### config.mk
export PLATFORM = sky130hd
export DESIGN_NAME = sbd_core
export DESIGN_NICKNAME = d
export VERILOG_FILES = /design/src/sbd_pkg.sv /design/src/sbd_core.sv
export SDC_FILE = /design/constraint.sdc
export NUM_CORES = 1
export LEC_CHECK = 0
export ABC_AREA = 1
export BUFFER_PORTS_ARGS = -buffer_cell sky130_fd_sc_hd__clkbuf_2
export CORE_ASPECT_RATIO = 0.9
export CORE_MARGIN = 1
export CORE_UTILIZATION = 45
export DETAILED_ROUTE_END_ITERATION = 16
export PLACE_DENSITY = 0.81
export SYNTH_ARGS = -nofsm -noshare
export SYNTH_HDL_FRONTEND = slang
export SYNTH_SLANG_ARGS = --single-unit
### constraint.sdc
create_clock -name aclk -period 5.2 [get_ports aclk]
set_input_delay 0.52 -clock aclk [delete_from_list [all_inputs] [get_ports aclk]]
set_output_delay 0.52 -clock aclk [all_outputs]
set_load 0.01 [all_outputs]
### src/sbd_pkg.sv
package sbd_pkg;

  // ----------------------------------------------------------------
  // Register map (byte addresses)
  // ----------------------------------------------------------------
  localparam logic [7:0] SBD_OFF_BAUD = 8'h00; // Bit rate configuration
  localparam logic [7:0] SBD_OFF_FLAG = 8'h04; // Flag register
  localparam logic [7:0] SBD_OFF_DATA = 8'h08; // Serial data buffer
  localparam logic [7:0] SBD_OFF_CTRL = 8'h0C; // First control register

  // ----------------------------------------------------------------
  // Field positions
  // ----------------------------------------------------------------
  localparam int SBD_PRE_LSB = 4; // prescale_select [6:4]
  localparam int SBD_RATE_LSB = 0; // rate_select [2:0]
  localparam int SBD_RXF_BIT = 7; // receive_full_flag
  localparam int SBD_TXE_BIT = 5; // transmit_empty_flag
  localparam int SBD_MASTER_FAULT_FLAG_BIT = 4; // master_fault_flag
  localparam int SBD_C_TIE = 5; // transmit_interrupt_enable
  localparam int SBD_C_RIE = 7; // receive_fault_interrupt_enable
  localparam int SBD_C_EN = 6; // module_enable
  localparam int SBD_C_MST = 4; // master_select
  localparam int SBD_C_SELECT_OUTPUT_ENABLE = 1; // select_output_enable
  localparam int SBD_C_FEN = 2; // fault_function_enable

  // ----------------------------------------------------------------
  // Reset values and counts
  // ----------------------------------------------------------------
  localparam logic [7:0] SBD_BAUD_RST = 8'h00;
  localparam logic [7:0] SBD_CTRL_RST = 8'h00;
  localparam logic [7:0] SBD_DATA_RST = 8'h00;
  localparam logic [3:0] SBD_BITS = 4'h8; // Bits per transfer
  localparam logic [1:0] SBD_RESP_OKAY = 2'b00;
  localparam logic [1:0] SBD_RESP_SLVERR = 2'b10;

  // Shifter states, one-hot
  typedef enum logic [1:0] {
    SBD_IDLE = 2'b01,
    SBD_SHIFT = 2'b10
  } sbd_state_t;

  // Serial pins grouped
  typedef struct packed {
    logic sclk; // serial_clock_pin
    logic mosi;
    logic ss_n;
  } sbd_ser_out_t;

endpackage

### src/sbd_core.sv
// Functional notes
// [RULE1] Prescaler divides bus clock by select+1
// [RULE2] Rate divider divides by two^(rate+1)
// [RULE3] Baud register readable and writable anytime
// [RULE4] Flag register read-only, unused bits zero
// [RULE5] Receive-full sets when transfer completes
// [RULE6] Receive-full clears: flag read, data read
// [RULE7] Transmit-empty clears: flag read, data write
// [RULE8] Data write dropped without armed flag read
// [RULE9] Interrupt when transmit-empty and its enable
// [RULE10] Transmit-empty sets on buffer-to-shifter move
// [RULE11] Idle: byte moves, flag back within two; code does so in master mode only, slave mode holds the byte
// [RULE12] Queued byte continues; else nothing moves
// [RULE13] Fault sets on select low, master, enabled
// [RULE14] Fault clears: flag read, control write
// [RULE15] Data read gives rx, write loads tx
// [RULE16] Master data write starts a transfer
// [RULE17] Software writes data only when empty
// [RULE18] Overrun keeps old byte, drops new
// [RULE19] Module disable aborts and clears buffers
// [RULE20] Receive/fault enable gates both flags
// [RULE21] Master select: zero slave, one master
// [RULE22] Bit period equals prescale times rate
//
// The register addresses and register access over AXI4-Lite are this design's own decisions.
`timescale 1ns/100ps
`default_nettype none
module sbd_core
  import sbd_pkg::*;
(
  input wire logic aclk,
  input wire logic aresetn,
  input wire logic [31:0] s_axi_awaddr,
  input wire logic s_axi_awvalid,
  output logic s_axi_awready,
  input wire logic [31:0] s_axi_wdata,
  input wire logic [3:0] s_axi_wstrb,
  input wire logic s_axi_wvalid,
  output logic s_axi_wready,
  output logic [1:0] s_axi_bresp,
  output logic s_axi_bvalid,
  input wire logic s_axi_bready,
  input wire logic [31:0] s_axi_araddr,
  input wire logic s_axi_arvalid,
  output logic s_axi_arready,
  output logic [31:0] s_axi_rdata,
  output logic [1:0] s_axi_rresp,
  output logic s_axi_rvalid,
  input wire logic s_axi_rready,
  output sbd_ser_out_t ser_out,
  input wire logic miso,
  input wire logic ss_in_n,
  output logic irq
);

  // ----------------------------------------------------------------
  // Registers
  // ----------------------------------------------------------------
  logic [7:0] baud_reg; // Bit rate configuration
  logic [7:0] ctrl_reg; // First control register
  logic [7:0] txbuf_reg; // Transmit buffer
  logic [7:0] rxbuf_reg; // Receive buffer
  logic [7:0] shift_reg; // Shifter
  logic txe_reg; // Transmit-empty flag
  logic rxf_reg; // Receive-full flag
  logic master_fault_flag_reg; // Master fault flag
  logic txe_arm_reg; // Flag read saw transmit-empty
  logic rxf_arm_reg; // Flag read saw receive-full
  logic master_fault_flag_arm_reg; // Flag read saw fault
  logic tx_pend_reg; // Transmit buffer holds a byte
  sbd_state_t state_reg; // Shifter state
  logic [2:0] pre_cnt_reg; // Prescaler counter
  logic [7:0] rate_cnt_reg; // Rate divider counter
  logic [3:0] bit_cnt_reg; // Bits left
  logic sclk_reg; // Serial clock level
  logic [7:0] rdata_reg; // Read data hold
  logic [7:0] aw_addr_reg; // Latched write address
  logic aw_have_reg; // Write address held
  logic [7:0] w_data_reg; // Latched write data
  logic w_have_reg; // Write data held
  // Lane 0 strobe travels with its data beat, not with the later decode
  logic w_lane_reg;
  logic rx_bit_reg; // Input bit taken on rising serial clock
  logic bvalid_reg;
  logic rvalid_reg;
  logic rresp_err_reg;
  logic bresp_err_reg;

  // Decoded controls
  logic en, mst, tie, rie, fen, select_output_enable;
  assign en = ctrl_reg[SBD_C_EN];
  assign mst = ctrl_reg[SBD_C_MST]; // Zero slave, one master [RULE21]
  assign tie = ctrl_reg[SBD_C_TIE];
  assign rie = ctrl_reg[SBD_C_RIE];
  assign fen = ctrl_reg[SBD_C_FEN];
  assign select_output_enable = ctrl_reg[SBD_C_SELECT_OUTPUT_ENABLE];

  // ----------------------------------------------------------------
  // AXI4-Lite write path
  // ----------------------------------------------------------------
  logic wr_go; // Both halves present, response slot free
  assign s_axi_awready = !aw_have_reg && !bvalid_reg;
  assign s_axi_wready = !w_have_reg && !bvalid_reg;
  assign wr_go = aw_have_reg && w_have_reg && !bvalid_reg;
  assign s_axi_bvalid = bvalid_reg;
  assign s_axi_bresp = bresp_err_reg ? SBD_RESP_SLVERR : SBD_RESP_OKAY;

  // Address and data may arrive in either order
  always_ff @(posedge aclk) begin
    if (!aresetn) begin
      aw_have_reg <= 1'b0;
      w_have_reg <= 1'b0;
      aw_addr_reg <= 8'h00;
      w_data_reg <= 8'h00;
      w_lane_reg <= 1'b0;
    end else begin
      if (s_axi_awvalid && s_axi_awready) begin
        aw_have_reg <= 1'b1;
        aw_addr_reg <= s_axi_awaddr[7:0];
      end else if (wr_go) begin
        aw_have_reg <= 1'b0;
      end
      if (s_axi_wvalid && s_axi_wready) begin
        w_have_reg <= 1'b1;
        // Only lane 0 carries data; a write with lane 0 off stores nothing
        w_data_reg <= s_axi_wstrb[0] ? s_axi_wdata[7:0] : 8'h00;
        w_lane_reg <= s_axi_wstrb[0];
      end else if (wr_go) begin
        w_have_reg <= 1'b0;
      end
    end
  end

  // Write decode strobes
  logic wr_baud, wr_ctrl, wr_data, wr_bad;
  assign wr_baud = wr_go && aw_addr_reg == SBD_OFF_BAUD;
  assign wr_ctrl = wr_go && aw_addr_reg == SBD_OFF_CTRL;
  assign wr_data = wr_go && aw_addr_reg == SBD_OFF_DATA;
  // Flag writes are accepted and ignored [RULE4]
  assign wr_bad = wr_go && !(wr_baud || wr_ctrl || wr_data || aw_addr_reg == SBD_OFF_FLAG);

  // Write response
  always_ff @(posedge aclk) begin
    if (!aresetn) begin
      bvalid_reg <= 1'b0;
      bresp_err_reg <= 1'b0;
    end else if (wr_go) begin
      bvalid_reg <= 1'b1;
      bresp_err_reg <= wr_bad;
    end else if (s_axi_bready) begin
      bvalid_reg <= 1'b0;
    end
  end

  // Baud and control registers; writable any time [RULE3]
  always_ff @(posedge aclk) begin
    if (!aresetn) begin
      baud_reg <= SBD_BAUD_RST;
      ctrl_reg <= SBD_CTRL_RST;
    end else begin
      if (wr_baud && w_lane_reg) begin
        baud_reg <= w_data_reg & 8'h77;
      end
      if (wr_ctrl && w_lane_reg) begin
        ctrl_reg <= w_data_reg;
      end
    end
  end

  // ----------------------------------------------------------------
  // AXI4-Lite read path
  // ----------------------------------------------------------------
  logic rd_go, rd_flag, rd_data;
  assign s_axi_arready = !rvalid_reg;
  assign rd_go = s_axi_arvalid && s_axi_arready;
  assign rd_flag = rd_go && s_axi_araddr[7:0] == SBD_OFF_FLAG;
  assign rd_data = rd_go && s_axi_araddr[7:0] == SBD_OFF_DATA;
  assign s_axi_rvalid = rvalid_reg;
  assign s_axi_rdata = {24'h00_0000, rdata_reg};
  assign s_axi_rresp = rresp_err_reg ? SBD_RESP_SLVERR : SBD_RESP_OKAY;

  // Flag value; unused bits read zero [RULE4]
  logic [7:0] flag_val;
  always_comb begin
    flag_val = 8'h00;
    flag_val[SBD_RXF_BIT] = rxf_reg;
    flag_val[SBD_TXE_BIT] = txe_reg;
    flag_val[SBD_MASTER_FAULT_FLAG_BIT] = master_fault_flag_reg;
  end

  // Read data captured in the accept cycle
  always_ff @(posedge aclk) begin
    if (!aresetn) begin
      rvalid_reg <= 1'b0;
      rdata_reg <= 8'h00;
      rresp_err_reg <= 1'b0;
    end else if (rd_go) begin
      rvalid_reg <= 1'b1;
      rresp_err_reg <= 1'b0;
      case (s_axi_araddr[7:0])
        SBD_OFF_BAUD: rdata_reg <= baud_reg;
        SBD_OFF_FLAG: rdata_reg <= flag_val;
        SBD_OFF_DATA: rdata_reg <= rxbuf_reg; // [RULE15]
        SBD_OFF_CTRL: rdata_reg <= ctrl_reg;
        default: begin
          rdata_reg <= 8'h00;
          rresp_err_reg <= 1'b1;
        end
      endcase
    end else if (s_axi_rready) begin
      rvalid_reg <= 1'b0;
    end
  end

  // ----------------------------------------------------------------
  // Bit rate generator
  // ----------------------------------------------------------------
  logic [2:0] pre_sel, rate_sel;
  logic pre_tick, half_tick;
  logic [7:0] rate_half; // Half of rate divisor, minus one
  assign pre_sel = baud_reg[SBD_PRE_LSB +: 3];
  assign rate_sel = baud_reg[SBD_RATE_LSB +: 3];
  assign pre_tick = pre_cnt_reg == pre_sel; // Divide by select+1 [RULE1]
  // Toggle every 2^rate prescaled ticks: period 2^(rate+1) [RULE2]
  assign rate_half = 8'((9'h001 << rate_sel) - 9'h001);
  assign half_tick = pre_tick && rate_cnt_reg == rate_half;

  // Counters run only while shifting so each transfer starts aligned
  always_ff @(posedge aclk) begin
    if (!aresetn || !en || state_reg != SBD_SHIFT) begin
      pre_cnt_reg <= 3'h0;
      rate_cnt_reg <= 8'h00;
    end else if (pre_tick) begin
      pre_cnt_reg <= 3'h0;
      // Full bit period = prescale * rate divisors [RULE22]
      rate_cnt_reg <= half_tick ? 8'h00 : rate_cnt_reg + 8'h01;
    end else begin
      pre_cnt_reg <= pre_cnt_reg + 3'h1;
    end
  end

  // ----------------------------------------------------------------
  // Shifter (mode 0, MSB first)
  // ----------------------------------------------------------------
  logic load_now, done;
  // Byte moves when shifter idle or finishing [RULE11] [RULE12]
  assign done = state_reg == SBD_SHIFT && half_tick && sclk_reg && bit_cnt_reg == 4'h1;
  assign load_now = tx_pend_reg && mst && (state_reg == SBD_IDLE || done);

  always_ff @(posedge aclk) begin
    if (!aresetn || !en) begin
      // Disable aborts transfer and resets state [RULE19]
      state_reg <= SBD_IDLE;
      sclk_reg <= 1'b0;
      bit_cnt_reg <= 4'h0;
      shift_reg <= SBD_DATA_RST;
    end else begin
      case (state_reg)
        SBD_IDLE: begin
          if (load_now) begin
            shift_reg <= txbuf_reg; // [RULE16]
            bit_cnt_reg <= SBD_BITS;
            state_reg <= SBD_SHIFT;
          end
        end
        SBD_SHIFT: begin
          if (half_tick) begin
            sclk_reg <= !sclk_reg;
            if (sclk_reg) begin
              // Falling edge: shift in sampled bit
              bit_cnt_reg <= bit_cnt_reg - 4'h1;
              if (done && load_now) begin
                shift_reg <= txbuf_reg; // Continue with queued byte [RULE12]
                bit_cnt_reg <= SBD_BITS;
              end else if (done) begin
                state_reg <= SBD_IDLE;
              end else begin
                shift_reg <= {shift_reg[6:0], rx_bit_reg};
              end
            end
          end
        end
        default: state_reg <= SBD_IDLE;
      endcase
    end
  end

  // Sampled input bit on rising serial clock
  always_ff @(posedge aclk) begin
    if (!aresetn) begin
      rx_bit_reg <= 1'b0;
    end else if (state_reg == SBD_SHIFT && half_tick && !sclk_reg) begin
      rx_bit_reg <= miso;
    end
  end

  // Automatic select output only with fault function and output enable
  logic ss_out_n;
  assign ss_out_n = !(mst && fen && select_output_enable && state_reg == SBD_SHIFT);
  // One driver for the whole pin group
  assign ser_out = '{sclk: sclk_reg, mosi: shift_reg[7], ss_n: ss_out_n};

  // ----------------------------------------------------------------
  // Transmit buffer and transmit-empty flag
  // ----------------------------------------------------------------
  logic tx_accept;
  // Write kept only after an armed flag read [RULE8]
  assign tx_accept = wr_data && w_lane_reg && txe_arm_reg && txe_reg;

  always_ff @(posedge aclk) begin
    if (!aresetn || !en) begin
      txe_reg <= 1'b1; // [RULE19]
      tx_pend_reg <= 1'b0;
      txbuf_reg <= SBD_DATA_RST;
      txe_arm_reg <= 1'b0;
    end else begin
      if (tx_accept) begin
        txbuf_reg <= w_data_reg; // [RULE15]
        tx_pend_reg <= 1'b1;
        txe_reg <= 1'b0; // [RULE7]
        txe_arm_reg <= 1'b0;
      end else if (load_now) begin
        tx_pend_reg <= 1'b0;
        txe_reg <= 1'b1; // Set on move into shifter [RULE10]
      end
      if (rd_flag && txe_reg) begin
        txe_arm_reg <= 1'b1;
      end
    end
  end

  // ----------------------------------------------------------------
  // Receive buffer and receive-full flag
  // ----------------------------------------------------------------
  logic [7:0] rx_byte;
  assign rx_byte = {shift_reg[6:0], rx_bit_reg};

  always_ff @(posedge aclk) begin
    if (!aresetn || !en) begin
      rxf_reg <= 1'b0; // [RULE19]
      rxbuf_reg <= SBD_DATA_RST;
      rxf_arm_reg <= 1'b0;
    end else begin
      if (done) begin
        rxf_reg <= 1'b1; // [RULE5]
        // Overrun: keep the unread byte [RULE18]
        if (!rxf_reg) begin
          rxbuf_reg <= rx_byte;
        end
      end else if (rd_data && rxf_arm_reg) begin
        rxf_reg <= 1'b0; // Set wins over clear [RULE6]
      end
      if (rd_flag && rxf_reg) begin
        rxf_arm_reg <= 1'b1;
      end else if (rd_data) begin
        rxf_arm_reg <= 1'b0;
      end
    end
  end

  // ----------------------------------------------------------------
  // Master fault detection
  // ----------------------------------------------------------------
  logic fault_cond;
  assign fault_cond = mst && fen && !select_output_enable && !ss_in_n; // [RULE13]

  always_ff @(posedge aclk) begin
    if (!aresetn) begin
      master_fault_flag_reg <= 1'b0;
      master_fault_flag_arm_reg <= 1'b0;
    end else begin
      if (en && fault_cond) begin
        master_fault_flag_reg <= 1'b1;
      end else if (wr_ctrl && master_fault_flag_arm_reg) begin
        master_fault_flag_reg <= 1'b0; // [RULE14]
      end
      if (rd_flag && master_fault_flag_reg) begin
        master_fault_flag_arm_reg <= 1'b1;
      end else if (wr_ctrl) begin
        master_fault_flag_arm_reg <= 1'b0;
      end
    end
  end

  // Interrupt request [RULE9] [RULE20]
  assign irq = (tie && txe_reg) || (rie && (rxf_reg || master_fault_flag_reg));

  // ----------------------------------------------------------------
  // Assertions
  // ----------------------------------------------------------------
  a_tx_dropped: assert property (@(posedge aclk) disable iff (!aresetn) // [RULE8]
    (wr_data && !txe_arm_reg) |=> $stable(txbuf_reg))
    else $error("Unarmed data write changed tx buffer");
  a_txe_refill: assert property (@(posedge aclk) disable iff (!aresetn) // [RULE11]
    (tx_accept && mst && state_reg == SBD_IDLE) |-> ##[1:2] txe_reg)
    else $error("Transmit-empty not back within two cycles");
  a_rxf_on_done: assert property (@(posedge aclk) disable iff (!aresetn || !en) // [RULE5]
    done |=> rxf_reg)
    else $error("Receive-full not set at transfer end");
  a_rx_overrun: assert property (@(posedge aclk) disable iff (!aresetn || !en) // [RULE18]
    (done && rxf_reg) |=> $stable(rxbuf_reg))
    else $error("Overrun overwrote receive buffer");
  a_master_fault_flag_gate: assert property (@(posedge aclk) disable iff (!aresetn) // [RULE13]
    (!master_fault_flag_reg && !(mst && fen && !select_output_enable)) |=> !master_fault_flag_reg)
    else $error("Fault set outside master fault mode");
  a_irq_tx: assert property (@(posedge aclk) disable iff (!aresetn) // [RULE9]
    (tie && txe_reg) |-> irq)
    else $error("Missing transmit interrupt");
  a_flag_ro: assert property (@(posedge aclk) disable iff (!aresetn) // [RULE4]
    (wr_go && aw_addr_reg == SBD_OFF_FLAG && !done && !load_now && !fault_cond)
      |=> $stable(flag_val))
    else $error("Flag write changed flags");
  a_disable_clr: assert property (@(posedge aclk) disable iff (!aresetn) // [RULE19]
    !en |=> (txe_reg && !rxf_reg && state_reg == SBD_IDLE))
    else $error("Disable did not clear state");
  c_xfer_done: cover property (@(posedge aclk) disable iff (!aresetn) done);
  c_back2back: cover property (@(posedge aclk) disable iff (!aresetn) done && load_now);
  c_fault: cover property (@(posedge aclk) disable iff (!aresetn) $rose(master_fault_flag_reg));

endmodule
`default_nettype wire

==> qor.txt, run 1 <==
top cell family by delay on the critical path -> simple AND/OR/NAND/NOR gates
CTS root buf -> clkbuf_8
r2r endpoint -> rxbuf_reg[3]
vias in the first global route -> 3584
P_sw -> 0.314 mW
P_leak -> 2.08 nW
RSZ-0062 raised after global routing -> no
class of the worst hold path -> primary input to flip-flop
NumNets Final -> 777
multiplexer area fraction after synthesis -> 0
CTS resizes -> 0
diodes inserted -> 0
Arr. time, crit path -> 2.61 ns
post-synthesis sequential area ratio -> 0.432
Mapped Cells -> 627
share of cells above drive strength 1 -> 0.121
Synth cell types -> 34
most used cell, CP -> nand2_1
antenna violations before repair -> 0
dpl cell area -> 4580 sq um
clk buf depth -> 2
status -> finished clean
largest fanout on the critical path -> 12
Hold-fix buffers, CTS -> 0
CTS tree -> built
area of the mapped netlist -> 4400 sq um
Max Clock Freq -> 425 MHz
DR DRC count -> 0
GRT overflow -> 0
hold path depth -> 4
final setup vio count -> 0
drt first pass iters -> 5
R2R setup slack -> 2.84 ns
Synth Area in Compound Gates -> 0.165
Synth warnings -> 0
Worst Hold Endpoint -> s_axi_bvalid
commonest non-fill, non-tap cell in the layout -> nand2_1
CP required -> 5.46 ns
kind of critical path -> flip-flop to flip-flop
Layout Utilization -> 0.514
Post-CTS Setup Repair Bufs -> 0
Layout Skew -> 0.0100 ns
worst r2r src -> baud_reg[4]
TNS Setup -> 0 ns
global placer's final weighted congestion -> 0.926
Gate power share -> 0.058
Design Area, Final -> 4780 sq um
Final ANT Viol Nets -> 0
Multi-input gate area -> 1970 sq um
fraction of the cycle the final worst path needs -> 0.453
DR WL/cell -> 12.3 um
synth-to-layout area growth -> 8.56%
# IOs -> 154
Synth Area in Adders -> 0.0114
Final min period -> 2.36 ns
Crit-path slowest cell -> dfxtp_1
actual slew at the worst max-slew pin -> 0.859 ns
1st-iter DRT viols -> 278
# port buffers -> 52
slowest cell delay on critical path -> 0.39 ns
Final Hold Vio Count -> 0
Vias/cell -> 5.13
XOR/XNOR Fraction of Synth Area -> 0.00597
register area -> 1900 sq um
Die Y-Extent -> 95.8 um
starting density of the core -> 0.474
average size of a mapped cell -> 7.02 sq um
Sw Share -> 0.239
CTS sink count -> 95
main combinational cell family by area after synthesis -> simple AND/OR/NAND/NOR gates
Inserted Clock Buffers -> 9
clk slew on worst S/H paths -> 0.09 ns
first-pass GRT wire length -> 16.1 mm
fin. max-slew vios -> 0
sequential power share -> 0.570
Setup crit end kind -> flip-flop
most frequent cells in the layout -> nand2_1 (126), dfxtp_1 (95), nor2_1 (78)
CP Launch Type -> flip-flop
Slew HR -> 0.425
VDD IR max -> 0.149 mV
Die Width -> 106 um
Via Count -> 4061
row cnt -> 33
Filler cells -> 902
area of the core -> 9290 sq um
Clock power frac -> 0.372
Post-Synth Simple-Gate Area -> 0.245
DRT Wirelength -> 9.72 mm
#FFs+latches synth -> 95
Die Area -> 10200 sq um
dpl hpwl -> 7.29 mm
Internal Power -> 1.00 mW
HP Start -> s_axi_bready
Tot GR Track Use -> 0.197
worst path cell trace -> nand2_1, nand2_1, nand2_1, nor2_1, nand3_1, nor2_4, nand2_2, inv_2, nand2_2, nor2_2, inv_1, o21ai_0, a21oi_1
H-tree Lvls -> 3
path depth of the worst reg2reg path -> 13
Max-Cap Viols -> 0
Pwr per Cell Area -> 275 nW/um^2
Crit path buffers/inverters -> 2
Clk Latency, worst-skew pair -> 0.36 ns
pin count of the biggest net entering global routing -> 29
## worst min-delay path, delay by kind of cell
kind | cells | cell delay, ns
compound gates | 1 | 0.06
buf+inv | 2 | 0.10
simple gates | 1 | 0.04
## layer usage
metal / vias up / global-route usage / part of all wire
met4: 0 / 0.0532 / 0.012
met5: - / 0 / 0
met3: 13 / 0.0467 / 0.060
met1: 1878 / 0.248 / 0.45
li1: 2042 / - / -
met2: 128 / 0.341 / 0.47
## area by class of cell
type | instances | share of cell area
Inverter | 77 | 0.0605
Clock buffer | 11 | 0.0296
Multi-Input combinational cell | 429 | 0.413
Clock inverter | 5 | 0.0118
Sequential cell | 95 | 0.398
Timing Repair Buffer | 52 | 0.0545
Tap cell | 122 | 0.0320
## worst max-delay path by stage
stage	from	endpoint	slack [ns]	depth (start not counted)
after global routing	pre_cnt_reg[0]	rxbuf_reg[3]	2.59	13
after detailed placement	aresetn	rxbuf_reg[5]	2.78	5
final	baud_reg[4]	rxbuf_reg[3]	2.84	13
after floorplan	pre_cnt_reg[0]	shift_reg[0]	3.47	14
after CTS	pre_cnt_reg[0]	rxbuf_reg[3]	2.87	13
after global placement	aresetn	txbuf_reg[7]	2.84	5
## power by group through the flow
stage	Combinational [mW]	Sequential (mW)	Clock, mW
final	0.0765	0.750	0.488
after global routing	0.0865	0.751	0.527
after CTS	0.0758	0.749	0.494
after detailed placement	0.0758	0.766	0
after global placement	0.0726	0.766	0
after floorplan	0.0670	0.763	0
## synthesized netlist by cell type
library cell,count,area share
o211ai_1,1,0.0017
conb_1,1,0.00085
inv_1,71,0.061
nand2_1,126,0.11
nand2_2,4,0.0057
a31oi_1,4,0.0057
o2111ai_1,1,0.0020
xor2_1,1,0.0020
buf_4,32,0.055
nor3_1,6,0.0068
nand4_1,7,0.010
nand3_1,29,0.033
nor2_2,2,0.0028
dfxtp_1,95,0.43
nor2_4,1,0.0026
ha_1,4,0.011
nor2_1,78,0.067
clkbuf_1,16,0.014
o2bb2ai_1,1,0.0020
buf_2,1,0.0011
o21ai_1,3,0.0034
clkinv_1,2,0.0017
nor4_1,2,0.0028
or2_2,1,0.0014
nand4_2,1,0.0028
xnor2_1,2,0.0040
o22ai_1,5,0.0071
nand2_4,1,0.0026
buf_6,2,0.0051
a21oi_1,61,0.069
o21ai_0,58,0.066
inv_2,4,0.0034
o21a_1,2,0.0034
o221ai_1,2,0.0040
## cell families after synthesis
kind of cell / Yosys count
simple gates: 258
flops: 95
buf+inv: 128
xor+xnor: 3
fa+ha+maj: 4
other cells: 1
compound gates: 138
## per-stage QoR
| stage | hold slack (ns) | power, mW | instances | setup WS [ns] |
|---|---|---|---|---|
| after floorplan | 0.429 | 0.830 | 652 | 3.47 |
| after global placement | 0.442 | 0.838 | 775 | 2.84 |
| after detailed placement | 0.455 | 0.842 | 775 | 2.78 |
| after global routing | 0.405 | 1.36 | 791 | 2.59 |
| final | 0.404 | 1.31 | 791 | 2.84 |
| after CTS | 0.392 | 1.32 | 791 | 2.87 |
Power figures use the tool's default switching activity.
==> inputs of run 2 (changes only) <==
- clock period: 5.2 -> 2.4 ns (I/O delays scaled with it)
==> qor.txt, run 2 (same netlist as run 1, synthesis figures left out) <==
status -> finished clean
CP required -> 2.70 ns (-2.76 ns)
Final min period -> 2.20 ns (-0.153 ns)
Die Width -> 106 um (unchanged)
Layout Utilization -> 0.525 (+0.0106)
starting density of the core -> 0.474 (unchanged)
VDD IR max -> 0.334 mV (+120%)
antenna violations before repair -> 0 (unchanged)
drt first pass iters -> 5 (unchanged)
Die Y-Extent -> 95.8 um (unchanged)
Tot Pwr -> 3.17 mW (+140%)
Max Clock Freq -> 454 MHz (+7.0%)
Post-CTS Setup Repair Bufs -> 0 (unchanged)
area of the core -> 9290 sq um (unchanged)
Crit-path slowest cell -> dfxtp_1
row cnt -> 33 (unchanged)
Pwr per Cell Area -> 650 nW/um^2 (+140%)
CP Launch Type -> flip-flop
TNS Setup -> 0 ns (unchanged)
commonest non-fill, non-tap cell in the layout -> nand2_1
DR WL/cell -> 12.1 um (-1.4%)
Final Hold Vio Count -> 0 (unchanged)
Slew HR -> 0.576 (+0.151)
fin. max-slew vios -> 0 (unchanged)
actual slew at the worst max-slew pin -> 0.636 ns (-0.224 ns)
final setup vio count -> 0 (unchanged)
diodes inserted -> 0 (unchanged)
P_leak -> 2.13 nW (+2.6%)
CTS root buf -> clkbuf_8
first-pass GRT wire length -> 15.9 mm (-1.0%)
non-filler instance count after layout -> 795 (+0.51%)
Inserted Clock Buffers -> 9 (unchanged)
most frequent cells in the layout -> nand2_1 (126), dfxtp_1 (95), nor2_1 (78)
global placer's final weighted congestion -> 0.876 (-5.4%)
fraction of the cycle the final worst path needs -> 0.917 (+0.464)
synth-to-layout area growth -> 10.8%
Design Area, Final -> 4870 sq um (+2.1%)
clk slew on worst S/H paths -> 0.10 ns (about the same)
RSZ-0062 raised after global routing -> no
NumNets Final -> 781 (+0.51%)
CTS resizes -> 0 (unchanged)
Tot GR Track Use -> 0.197 (-0.000444)
worst path cell trace -> inv_2, nand2_4, nand2_1, nand2_1, nand2_1, nor2_1, nand2_1, nor2_4, nand2_2, inv_2, nand2_2, nor2_2, buf_4, o21ai_0, a21oi_1
Arr. time, crit path -> 2.50 ns (-0.11 ns)
most used cell, CP -> nand2_1
Filler cells -> 904 (+0.22%)
DRT Wirelength -> 9.63 mm (-0.95%)
dpl hpwl -> 7.21 mm (-1.1%)
CTS tree -> built
slowest cell delay on critical path -> 0.43 ns (+0.04 ns)
# port buffers -> 52 (unchanged)
CTS sink count -> 95 (unchanged)
Max-Cap Viols -> 0 (unchanged)
Layout Skew -> 0.00848 ns (-0.00154 ns)
Clk Latency, worst-skew pair -> 0.38 ns (+0.02 ns)
1st-iter DRT viols -> 277 (-0.36%)
Die Area -> 10200 sq um (unchanged)
vias in the first global route -> 3573 (-0.31%)
clk buf depth -> 2 (unchanged)
placed insts -> 779 (+0.52%)
share of cells above drive strength 1 -> 0.128 (+0.00671)
GRT overflow -> 0 (unchanged)
Hold-fix buffers, CTS -> 0 (unchanged)
Setup crit end kind -> flip-flop
kind of critical path -> flip-flop to flip-flop
# IOs -> 154 (unchanged)
H-tree Lvls -> 3 (unchanged)
class of the worst hold path -> primary input to flip-flop
Final ANT Viol Nets -> 0 (unchanged)
largest fanout on the critical path -> 7 (-5)
Vias/cell -> 5.07 (-1.2%)
DR DRC count -> 0 (unchanged)
Via Count -> 4033 (-0.69%)
pin count of the biggest net entering global routing -> 28 (-3.4%)
dpl cell area -> 4610 sq um (+0.66%)
[run 2: cell types whose count changed in the layout (fill, tap and decap cells not counted), sizes merged]
| cell | change |
|---|---|
| inv | +1 |
| clkinvlp | -1 |
| clkinv | -1 |
| buf | +4 |
| bufinv | +3 |
| clkbuf | -2 |
[run 2: worst paths after layout]
path | cells past startpoint | to | slack (ns) | from
worst max-delay path | 15 | rxbuf_reg[5] | 0.20 | baud_reg[2]
worst min-delay path | 3 | aw_addr_reg[1] | 0.11 | s_axi_awaddr[1]
worst max register to register | 15 | rxbuf_reg[5] | 0.20 | baud_reg[2]
worst min register to register | 2 | rdata_reg[6] | 0.47 | rdata_reg[6]
[run 2: cell type report]
cell class / instances / area, sq um / area share
Clock buffer: 9 / 124 / 0.0254
Clock inverter: 7 / 143 / 0.0293
Inverter: 77 / 289 / 0.0593
Multi-Input combinational cell: 429 / 1970 / 0.405
Sequential cell: 95 / 1900 / 0.390
Tap cell: 122 / 153 / 0.0313
Timing Repair Buffer: 56 / 290 / 0.0595
[run 2: where the power goes]
| part | internal (mW) | switching, mW | total, mW | leakage [nW] |
|---|---|---|---|---|
| Clock | 0.803 | 0.575 | 1.38 | 0.134 |
| Sequential | 1.60 | 0.0223 | 1.62 | 0.769 |
| Combinational | 0.0556 | 0.109 | 0.165 | 1.23 |
| Total | 2.46 | 0.707 | 3.17 | 2.13 |
[run 2: metrics by stage]
step	worst slack, ns	hold slack (ns)
2_1_floorplan	0.675	0.403
3_3_place_gp	0.336	0.440
3_5_place_dp	0.301	0.452
4_1_cts	0.227	0.0905
5_1_grt	0.0152	0.107
6_report	0.198	0.108
[run 2: routing by layer]
layer,GRT usage,part of all wire,vias to the layer above
met5,0,0,-
met4,0.0567,0.014,0
met3,0.0460,0.063,17
met2,0.343,0.48,134
met1,0.244,0.44,1837
li1,-,-,2045
[run 2: worst max-delay path: cells and delay by family, from the launching register on]
kind / cells / cell delay (ns)
AND/OR/NAND/NOR: 10 / 1.06
buffers and inverters: 3 / 0.37
AO/OA/AOI/OAI: 2 / 0.26
flip-flops: 1 / 0.43
